File: config.mk
export PLATFORM = sky130hd
export DESIGN_NAME = tvr_readout
export DESIGN_NICKNAME = d
export VERILOG_FILES = /design/src/design/tvr_pkg.sv /design/src/design/tvr_readout.sv
export SDC_FILE = /design/constraint.sdc
export NUM_CORES = 1
export LEC_CHECK = 0
export CELL_PAD_IN_SITES_DETAIL_PLACEMENT = 1
export CELL_PAD_IN_SITES_GLOBAL_PLACEMENT = 1
export CORE_AREA = 2 2 202 204
export DETAILED_ROUTE_END_ITERATION = 8
export DIE_AREA = 0 0 204 206
export DONT_BUFFER_PORTS = 1
export PLACE_DENSITY = 0.87
export SLEW_MARGIN = 20
export SYNTH_ARGS = -nofsm -noshare
export SYNTH_HDL_FRONTEND = slang
export SYNTH_SLANG_ARGS = --single-unit
File: constraint.sdc
create_clock -name core_clk_in -period 4.3 [get_ports core_clk_in]
set_clock_uncertainty 0.15 [all_clocks]
set_input_delay 0.86 -clock core_clk_in [delete_from_list [all_inputs] [get_ports core_clk_in]]
set_output_delay 0.86 -clock core_clk_in [all_outputs]
set_load 0.02 [all_outputs]
File: src/design/tvr_pkg.sv
// Constants shared by the telemetry value readout block
package tvr_pkg;
  // Avalon byte address width and register indices (byte address = 4 x index)
  localparam int unsigned ADDR_W = 18;
  localparam int unsigned IDX_W = 16;
  localparam logic [15:0] IDX_REMOTE_B = 16'hFED6;
  localparam logic [15:0] IDX_TEMP_ONE = 16'hFED7;
  localparam logic [15:0] IDX_TEMP_TWO = 16'hFED8;
  localparam logic [15:0] IDX_LINE = 16'hFED9;
  localparam logic [15:0] IDX_DUTY_A = 16'hFEDA;
  localparam logic [15:0] IDX_DUTY_B = 16'hFEDB;
  localparam logic [1:0] ADDR_ALIGN = 2'h0;
  // Field layout
  localparam int unsigned CODE_W = 12;
  localparam int unsigned LINE_W = 11;
  localparam int unsigned DUTY_W = 12;
  localparam int unsigned SENSE_LSB = 4;
  localparam int unsigned LINE_LSB = 5;
  localparam int unsigned LINE_SHIFT = 1;
  // Reset values
  localparam logic [11:0] CODE_RST = 12'h000;
  localparam logic [10:0] LINE_RST = 11'h000;
  // Duty encoding: full scale count and divider start bit
  localparam logic [11:0] DUTY_FULL = 12'hFFF;
  localparam logic [11:0] DUTY_ZERO = 12'h000;
  localparam logic [3:0] DIV_TOP = 4'hB;
  localparam logic [3:0] DIV_LAST = 4'h0;
  // Candidate PWM pin positions in an assignment mask
  localparam int unsigned PIN_ONE = 0;
  localparam int unsigned PIN_TWO = 1;
  localparam int unsigned PIN_FIVE = 2;
  localparam int unsigned PIN_SIX = 3;
  localparam int unsigned PIN_N = 4;
  localparam int unsigned CH_N = 2;
  localparam int unsigned CH_A = 0;
  localparam int unsigned CH_B = 1;
  typedef enum logic {TVR_DIV_IDLE, TVR_DIV_RUN} tvr_div_e;
endpackage

File: src/design/tvr_readout.sv
// Telemetry value readout: sense result and duty cycle registers on Avalon-MM
//
// Implementation choice: the Avalon-MM slave port.
`timescale 1ns/1ps
`default_nettype none
module tvr_readout #(
  parameter int unsigned CNT_W = 16
) (
  // Clock and reset
  input wire logic core_clk_in,
  input wire logic rst_in,
  // Converter results, same clock
  input wire logic [tvr_pkg::CODE_W-1:0] remote_voltage_sense_b_code_in,
  input wire logic remote_voltage_sense_b_valid_in,
  input wire logic [tvr_pkg::CODE_W-1:0] temp_sense_input_one_code_in,
  input wire logic temp_sense_input_one_valid_in,
  input wire logic [tvr_pkg::CODE_W-1:0] temp_sense_input_two_code_in,
  input wire logic temp_sense_input_two_valid_in,
  input wire logic [tvr_pkg::CODE_W-1:0] line_voltage_sense_code_in,
  input wire logic line_voltage_sense_valid_in,
  // PWM engine outputs and channel assignment, same clock
  input wire logic pwm_pin_one_in,
  input wire logic pwm_pin_two_in,
  input wire logic pwm_pin_five_in,
  input wire logic pwm_pin_six_in,
  input wire logic [tvr_pkg::PIN_N-1:0] chan_a_pin_assign_in,
  input wire logic [tvr_pkg::PIN_N-1:0] chan_b_pin_assign_in,
  // Avalon-MM slave
  input wire logic [tvr_pkg::ADDR_W-1:0] avs_address_in,
  input wire logic avs_read_in,
  input wire logic avs_write_in,
  input wire logic [31:0] avs_writedata_in,
  input wire logic [3:0] avs_byteenable_in,
  output logic [31:0] avs_readdata_out,
  output logic avs_waitrequest_out
);
  import tvr_pkg::*;

  localparam int unsigned NUM_W = CNT_W + DUTY_W;

  ////////////////////////////////////////////////////////////////////////
  // Sense result registers

  logic [CODE_W-1:0] remote_b;
  logic [CODE_W-1:0] temp_one;
  logic [CODE_W-1:0] temp_two;
  logic [LINE_W-1:0] line_v;
  logic [CODE_W-1:0] next_remote_b;
  logic [CODE_W-1:0] next_temp_one;
  logic [CODE_W-1:0] next_temp_two;
  logic [LINE_W-1:0] next_line_v;

  // Whole code taken in one edge, so a read never sees a half update
  always_comb begin
    next_remote_b = remote_b;
    next_temp_one = temp_one;
    next_temp_two = temp_two;
    next_line_v = line_v;
    if (remote_voltage_sense_b_valid_in) begin
      next_remote_b = remote_voltage_sense_b_code_in;
    end
    if (temp_sense_input_one_valid_in) begin
      next_temp_one = temp_sense_input_one_code_in;
    end
    if (temp_sense_input_two_valid_in) begin
      next_temp_two = temp_sense_input_two_code_in;
    end
    if (line_voltage_sense_valid_in) begin
      // Twice the step of the 12-bit code, so drop its LSB
      next_line_v = line_voltage_sense_code_in[CODE_W-1:LINE_SHIFT];
    end
  end

  always_ff @(posedge core_clk_in) begin
    if (rst_in) begin
      remote_b <= CODE_RST;
      temp_one <= CODE_RST;
      temp_two <= CODE_RST;
      line_v <= LINE_RST;
    end else begin
      remote_b <= next_remote_b;
      temp_one <= next_temp_one;
      temp_two <= next_temp_two;
      line_v <= next_line_v;
    end
  end

  ////////////////////////////////////////////////////////////////////////
  // Duty cycle measurement, one engine per regulated channel

  // Fixed priority among assigned candidate pins
  function automatic logic pick_pin(input logic [PIN_N-1:0] assign_mask, input logic [PIN_N-1:0] pins);
    logic lvl;
    lvl = 1'b0;
    if (assign_mask[PIN_ONE]) begin
      lvl = pins[PIN_ONE];
    end else if (assign_mask[PIN_TWO]) begin
      lvl = pins[PIN_TWO];
    end else if (assign_mask[PIN_FIVE]) begin
      lvl = pins[PIN_FIVE];
    end else if (assign_mask[PIN_SIX]) begin
      lvl = pins[PIN_SIX];
    end
    return lvl;
  endfunction

  logic [PIN_N-1:0] pins;
  logic sel_lvl [CH_N];
  logic prev [CH_N];
  logic seen [CH_N];
  logic [CNT_W-1:0] hi_cnt [CH_N];
  logic [CNT_W-1:0] per_cnt [CH_N];
  tvr_div_e div_st [CH_N];
  logic [3:0] div_bit [CH_N];
  logic [NUM_W-1:0] rem [CH_N];
  logic [CNT_W-1:0] den [CH_N];
  logic [DUTY_W-1:0] quot [CH_N];
  logic [DUTY_W-1:0] duty [CH_N];
  logic next_prev [CH_N];
  logic next_seen [CH_N];
  logic [CNT_W-1:0] next_hi_cnt [CH_N];
  logic [CNT_W-1:0] next_per_cnt [CH_N];
  tvr_div_e next_div_st [CH_N];
  logic [3:0] next_div_bit [CH_N];
  logic [NUM_W-1:0] next_rem [CH_N];
  logic [CNT_W-1:0] next_den [CH_N];
  logic [DUTY_W-1:0] next_quot [CH_N];
  logic [DUTY_W-1:0] next_duty [CH_N];
  logic rise [CH_N];
  logic sat [CH_N];

  assign pins = {pwm_pin_six_in, pwm_pin_five_in, pwm_pin_two_in, pwm_pin_one_in};
  assign sel_lvl[CH_A] = pick_pin(chan_a_pin_assign_in, pins);
  assign sel_lvl[CH_B] = pick_pin(chan_b_pin_assign_in, pins);

  // Period counts rising edge to rising edge; high time scaled by 0xFFF over it
  always_comb begin
    logic [NUM_W-1:0] dsh;
    dsh = '0;
    for (int c = 0; c < CH_N; c++) begin
      rise[c] = sel_lvl[c] & ~prev[c];
      sat[c] = &per_cnt[c];
      next_prev[c] = sel_lvl[c];
      next_seen[c] = seen[c] | rise[c];
      next_hi_cnt[c] = hi_cnt[c];
      next_per_cnt[c] = per_cnt[c];
      next_div_st[c] = div_st[c];
      next_div_bit[c] = div_bit[c];
      next_rem[c] = rem[c];
      next_den[c] = den[c];
      next_quot[c] = quot[c];
      next_duty[c] = duty[c];
      if (rise[c]) begin
        next_per_cnt[c] = CNT_W'(1);
        next_hi_cnt[c] = CNT_W'(1);
      end else if (!sat[c]) begin
        next_per_cnt[c] = per_cnt[c] + CNT_W'(1);
        if (sel_lvl[c]) begin
          next_hi_cnt[c] = hi_cnt[c] + CNT_W'(1);
        end
      end
      case (div_st[c])
        TVR_DIV_IDLE: begin
          if (rise[c] && seen[c] && !sat[c]) begin
            // hi * 0xFFF, quotient stays below 0x1000 as hi <= period
            next_rem[c] = {hi_cnt[c], DUTY_W'(0)} - NUM_W'(hi_cnt[c]);
            next_den[c] = per_cnt[c];
            next_div_bit[c] = DIV_TOP;
            next_quot[c] = DUTY_ZERO;
            next_div_st[c] = TVR_DIV_RUN;
          end else if (sat[c]) begin
            // No edge for a full count: steady level is 0 or 100 percent
            next_duty[c] = sel_lvl[c] ? DUTY_FULL : DUTY_ZERO;
          end
        end
        TVR_DIV_RUN: begin
          dsh = NUM_W'(den[c]) << div_bit[c];
          if (rem[c] >= dsh) begin
            next_rem[c] = rem[c] - dsh;
            next_quot[c][div_bit[c]] = 1'b1;
          end
          next_div_bit[c] = div_bit[c] - 4'h1;
          if (div_bit[c] == DIV_LAST) begin
            next_quot[c][div_bit[c]] = rem[c] >= dsh;
            next_duty[c] = next_quot[c];
            next_div_st[c] = TVR_DIV_IDLE;
          end
        end
        default: begin
          next_div_st[c] = TVR_DIV_IDLE;
        end
      endcase
    end
  end

  always_ff @(posedge core_clk_in) begin
    for (int c = 0; c < CH_N; c++) begin
      if (rst_in) begin
        prev[c] <= 1'b0;
        seen[c] <= 1'b0;
        hi_cnt[c] <= '0;
        per_cnt[c] <= '0;
        div_st[c] <= TVR_DIV_IDLE;
        div_bit[c] <= DIV_TOP;
        rem[c] <= '0;
        den[c] <= '0;
        quot[c] <= DUTY_ZERO;
        duty[c] <= DUTY_ZERO;
      end else begin
        prev[c] <= next_prev[c];
        seen[c] <= next_seen[c];
        hi_cnt[c] <= next_hi_cnt[c];
        per_cnt[c] <= next_per_cnt[c];
        div_st[c] <= next_div_st[c];
        div_bit[c] <= next_div_bit[c];
        rem[c] <= next_rem[c];
        den[c] <= next_den[c];
        quot[c] <= next_quot[c];
        duty[c] <= next_duty[c];
      end
    end
  end

  ////////////////////////////////////////////////////////////////////////
  // Avalon-MM slave: one wait cycle, then data with waitrequest low

  logic [IDX_W-1:0] idx;
  logic req;
  logic [15:0] sel_val;
  logic [31:0] next_rdata;
  logic next_wait;

  assign idx = avs_address_in[ADDR_W-1:2];
  assign req = avs_read_in | avs_write_in;

  // Writes are accepted and dropped: every register here is read-only
  always_comb begin
    sel_val = 16'h0000;
    if (avs_address_in[1:0] == ADDR_ALIGN) begin
      case (idx)
        IDX_REMOTE_B: sel_val = {remote_b, 4'h0};
        IDX_TEMP_ONE: sel_val = {temp_one, 4'h0};
        IDX_TEMP_TWO: sel_val = {temp_two, 4'h0};
        IDX_LINE: sel_val = {line_v, 5'h00};
        IDX_DUTY_A: sel_val = {duty[CH_A], 4'h0};
        IDX_DUTY_B: sel_val = {duty[CH_B], 4'h0};
        default: sel_val = 16'h0000;
      endcase
    end
    next_wait = !(req && avs_waitrequest_out);
    next_rdata = avs_readdata_out;
    if (avs_read_in && avs_waitrequest_out) begin
      next_rdata = {16'h0000, sel_val};
    end
  end

  always_ff @(posedge core_clk_in) begin
    if (rst_in) begin
      avs_readdata_out <= 32'h0000_0000;
      avs_waitrequest_out <= 1'b1;
    end else begin
      avs_readdata_out <= next_rdata;
      avs_waitrequest_out <= next_wait;
    end
  end
endmodule
`default_nettype wire

==> flow_summary.rst <==
.. list-table::
   :header-rows: 1

   * - Metric
     - Value
   * - CORE AREA
     - 0.04018 sq mm
   * - Post-route insts no fill
     - 2767
   * - Final Net Count
     - 2415
   * - Sequential cell area in the final layout
     - 0.005454 sq mm
   * - Highest routed metal layer
     - met4
   * - Number of port buffers
     - 0
   * - DR iter-0 viols
     - 1391
   * - Chip Width
     - 204 um
   * - Minimum clock period
     - 4387 ps
   * - Most frequent cells after synthesis
     - sky130_fd_sc_hd__nor2_1 (288), sky130_fd_sc_hd__nand2_1 (282), sky130_fd_sc_hd__dfxtp_1 (272)
   * - Share of async-settable or async-resettable flops after synthesis
     - 0
   * - Startpoint kind of the worst setup timing path
     - register
   * - Setup CP Type
     - reg -> reg
   * - Die Area
     - 0.04202 sq mm
   * - Global-route wire length before repair
     - 93490 um
   * - Critical path's slowest cell
     - sky130_fd_sc_hd__mux4_2
   * - Reg-to-reg endpoint
     - rem[1][6]
   * - Total via count in the routed design
     - 17190
   * - Layout Area Growth over Synthesis
     - 13.43%
   * - First-pass iteration count of the detailed router
     - 5
   * - FF+latch count, synth
     - 272
   * - Cell Area, Placed
     - 0.01814 sq mm
   * - Remaining routing DRC violations
     - 0
   * - Critical path depth in cells
     - 19
   * - HPWL reported at the end of detailed placement
     - 41180 um
   * - Initial Util
     - 0.4312
   * - Clock-pin slew on the worst setup and hold paths
     - 70 ps
   * - Final hold vios
     - 0
   * - Ranking of synthesized cells by area
     - sky130_fd_sc_hd__dfxtp_1 (31%), sky130_fd_sc_hd__nor2_1 (6.2%), sky130_fd_sc_hd__nand2_1 (6.1%), sky130_fd_sc_hd__ha_1 (5.6%), sky130_fd_sc_hd__a21oi_1 (5.0%)
   * - I/O Pins
     - 155
   * - Status
     - complete, but fails checks
   * - Number of buffers between clock root and the deepest sink
     - 3
   * - Post-synth top area share
     - 0.3142
   * - End of the critical path
     - rem[1][6]
   * - Clock tree root driver cell
     - sky130_fd_sc_hd__clkbuf_16
   * - CTS Sinks
     - 272
   * - Type of element capturing the critical path
     - register
   * - Fraction of the yosys area taken by sequential cells
     - 0.3142
   * - FP Rows
     - 74
   * - R2r worst-path depth
     - 19
   * - Data arrival time of the critical path
     - 4750 ps
   * - Vias in the first global route
     - 17190
   * - Cells traversed along the worst timing path
     - buf_12 -> buf_4 -> mux4_2 -> mux2i_2 -> nand2_1 -> o21ai_2 -> buf_4 -> ha_1 -> a21o_1 -> a21o_1 -> a21o_1 -> a311oi_2 -> a21oi_2 -> buf_4 -> o31ai_4 -> and2_4 -> clkbuf_16 -> a211oi_1 -> nor3_1
   * - CP top delay family
     - compound AO/OA/AOI/OAI gates
   * - Met3 WL
     - 3951 um
   * - Maximum operating frequency
     - 228.0 MHz
   * - Static leakage
     - 7.721 nW
   * - Pwr dens
     - 457.1 mW/mm^2
   * - Area leader, netlist
     - sky130_fd_sc_hd__dfxtp_1
   * - Final critical-path setup slack
     - -86.70 ps
   * - Final wirelength
     - 61160 um
   * - Yosys warning total
     - 0
   * - Reg-to-reg slack, setup
     - -90 ps
   * - Leftover overflow at the end of global routing
     - 0
   * - Most frequently used flop master after synthesis
     - sky130_fd_sc_hd__dfxtp_1
   * - Least-Margin Pin Slew
     - 783.6 ps
   * - Number of unique standard cell types used by synthesis
     - 72
   * - Final cycle utilization of the critical path
     - 1.020
   * - Worst path max stage delay
     - 540 ps
   * - Start point of the critical path
     - div_bit[1][0]
   * - Maximum number of pins on one net before global-route repair
     - 190
   * - Netlist area before placement
     - 0.01733 sq mm
   * - Wire length on met2
     - 29830 um
   * - WP buf/inv
     - 5
   * - Share of post-route cells with drive strength above 1
     - 0.1298
   * - Required time at the worst-slack endpoint
     - 4660 ps
   * - Min-Delay Path Class
     - in -> reg
   * - ANT nets after route
     - 0
   * - Number of antenna violations at the first check in global routing
     - 0
   * - Average wire per standard cell
     - 22.10 um
   * - Final core utilization
     - 0.4892
   * - Unrepaired setup endpoints after global routing
     - true
   * - Number of buffers created by CTS
     - 30
   * - Number of enable-type register cells in the synthesized netlist
     - 0
   * - Fill count
     - 4842
   * - Cell with the most instances after synthesis
     - sky130_fd_sc_hd__nor2_1
   * - CTS hold repair buffers
     - 0
   * - Maximum fanout count along the critical path
     - 11
   * - Worst reg2reg startpoint
     - div_bit[1][0]
   * - Setup violations, final
     - 23
   * - Slew margin rel.
     - 0.4740
   * - CTS tree
     - yes
   * - Max-cap violations
     - 0
   * - H-Tree Level Count
     - 1
   * - Avg Vias per Cell
     - 6.211
   * - VDD IR-drop max
     - 0.3158 mV
   * - Mean area per synthesized cell
     - 7.813 sq um
   * - Post-route cell area
     - 0.01966 sq mm
   * - Overall routing resource usage
     - 0.2723
   * - Final estimated routing congestion in global placement
     - 0.9176
   * - Met1 wire length
     - 25390 um
   * - Placed cell count
     - 2697
   * - Skew-Pair Late Insertion Delay
     - 590 ps
   * - Post-Place Worst Slack
     - -228.3 ps
   * - Vertical die dimension
     - 206 um
   * - Post-Route Setup TNS
     - -738.7 ps
   * - Violated checks
     - setup timing
   * - Area of the multi-input gates
     - 0.01136 sq mm
   * - Pins Over Slew Limit
     - 0
   * - Instance count of the mapped netlist
     - 2218
==> cell families after synthesis <==
family          synth area share
buf+inv                  0.04996
other cells            0.0002164
compound gates            0.1999
mux                      0.09112
fa+ha+maj                0.05863
flops                     0.3142
xor+xnor                 0.06570
simple gates              0.2202
==> registers in the layout, indices dropped and copies added, names as in the netlist <==
signal               count
div_bit                  8
prev                     2
line_v                  11
div_st                   2
duty                    24
per_cnt                 32
hi_cnt                  32
avs_readdata_out        12
den                     32
avs_waitrequest_out      1
remote_b                12
temp_two                12
seen                     2
quot                    22
rem                     56
temp_one                12
==> through the flow <==
stage | hold WS, ps | power (W)
floorplan | 281.9 | 0.004961
global placement | 293.6 | 0.005665
detailed placement | 305.1 | 0.005799
CTS | 223.3 | 0.008660
global route | 197.6 | 0.009403
finish | 221.1 | 0.008984
==> how the worst min path moves through the flow <==
stage / startpoint / endpoint / cells past startpoint
2_1_floorplan: rem[0][0] / rem[0][0] / 2
3_3_place_gp: rem[0][7] / rem[0][7] / 2
3_5_place_dp: rem[1][20] / rem[1][20] / 2
4_1_cts: avs_read_in / avs_waitrequest_out / 1
5_1_grt: rst_in / rem[1][1] / 1
6_report: rst_in / per_cnt[0][0] / 1
==> power breakdown <==
part	switching [W]	internal, W
Clock	0.00113	0.00165
Sequential	0.000106	0.00265
Combinational	0.00198	0.00147
==> what timing repair did <==
item                       in CTS  in global routing
setup endpoints to repair      76                 79
hold endpoints to repair        0                  0
setup buffers                   1                 12
cloned                          0                  3
pin swaps                       5                 23
resized for setup              18                 64
==> placed cells by master (no fill, tap or decap), drive strengths merged, types with 19 or more instances in the layout <==
| cell | count |
|---|---|
| a211oi | 49 |
| a21o | 31 |
| a21oi | 173 |
| a22oi | 34 |
| a31oi | 22 |
| and3 | 24 |
| buf | 105 |
| clkbuf | 42 |
| conb | 20 |
| dfxtp | 272 |
| ha | 78 |
| inv | 40 |
| mux2 | 36 |
| mux2i | 79 |
| nand2 | 282 |
| nand2b | 19 |
| nand3 | 47 |
| nand4 | 22 |
| nor2 | 289 |
| nor2b | 22 |
| nor3 | 62 |
| o211ai | 32 |
| o21ai | 104 |
| or3 | 19 |
| xnor2 | 77 |
| xor2 | 53 |
==> layer usage <==
metal,vias up,track usage
li1,7844,-
met1,8551,0.3435
met2,632,0.4810
met3,160,0.03926
met4,0,0.08049
met5,-,0
==> final cells by class <==
cell class | count | share of cell area
clock inverters | 14 | 0.01095
repair buffers | 108 | 0.04889
inverters | 43 | 0.008593
flip-flops and latches | 272 | 0.2775
multi-input cells | 1758 | 0.5782
clock buffers | 39 | 0.04195
diodes | 1 | 0.0001273
well taps | 532 | 0.03386
(Power assumes the default switching activity.)
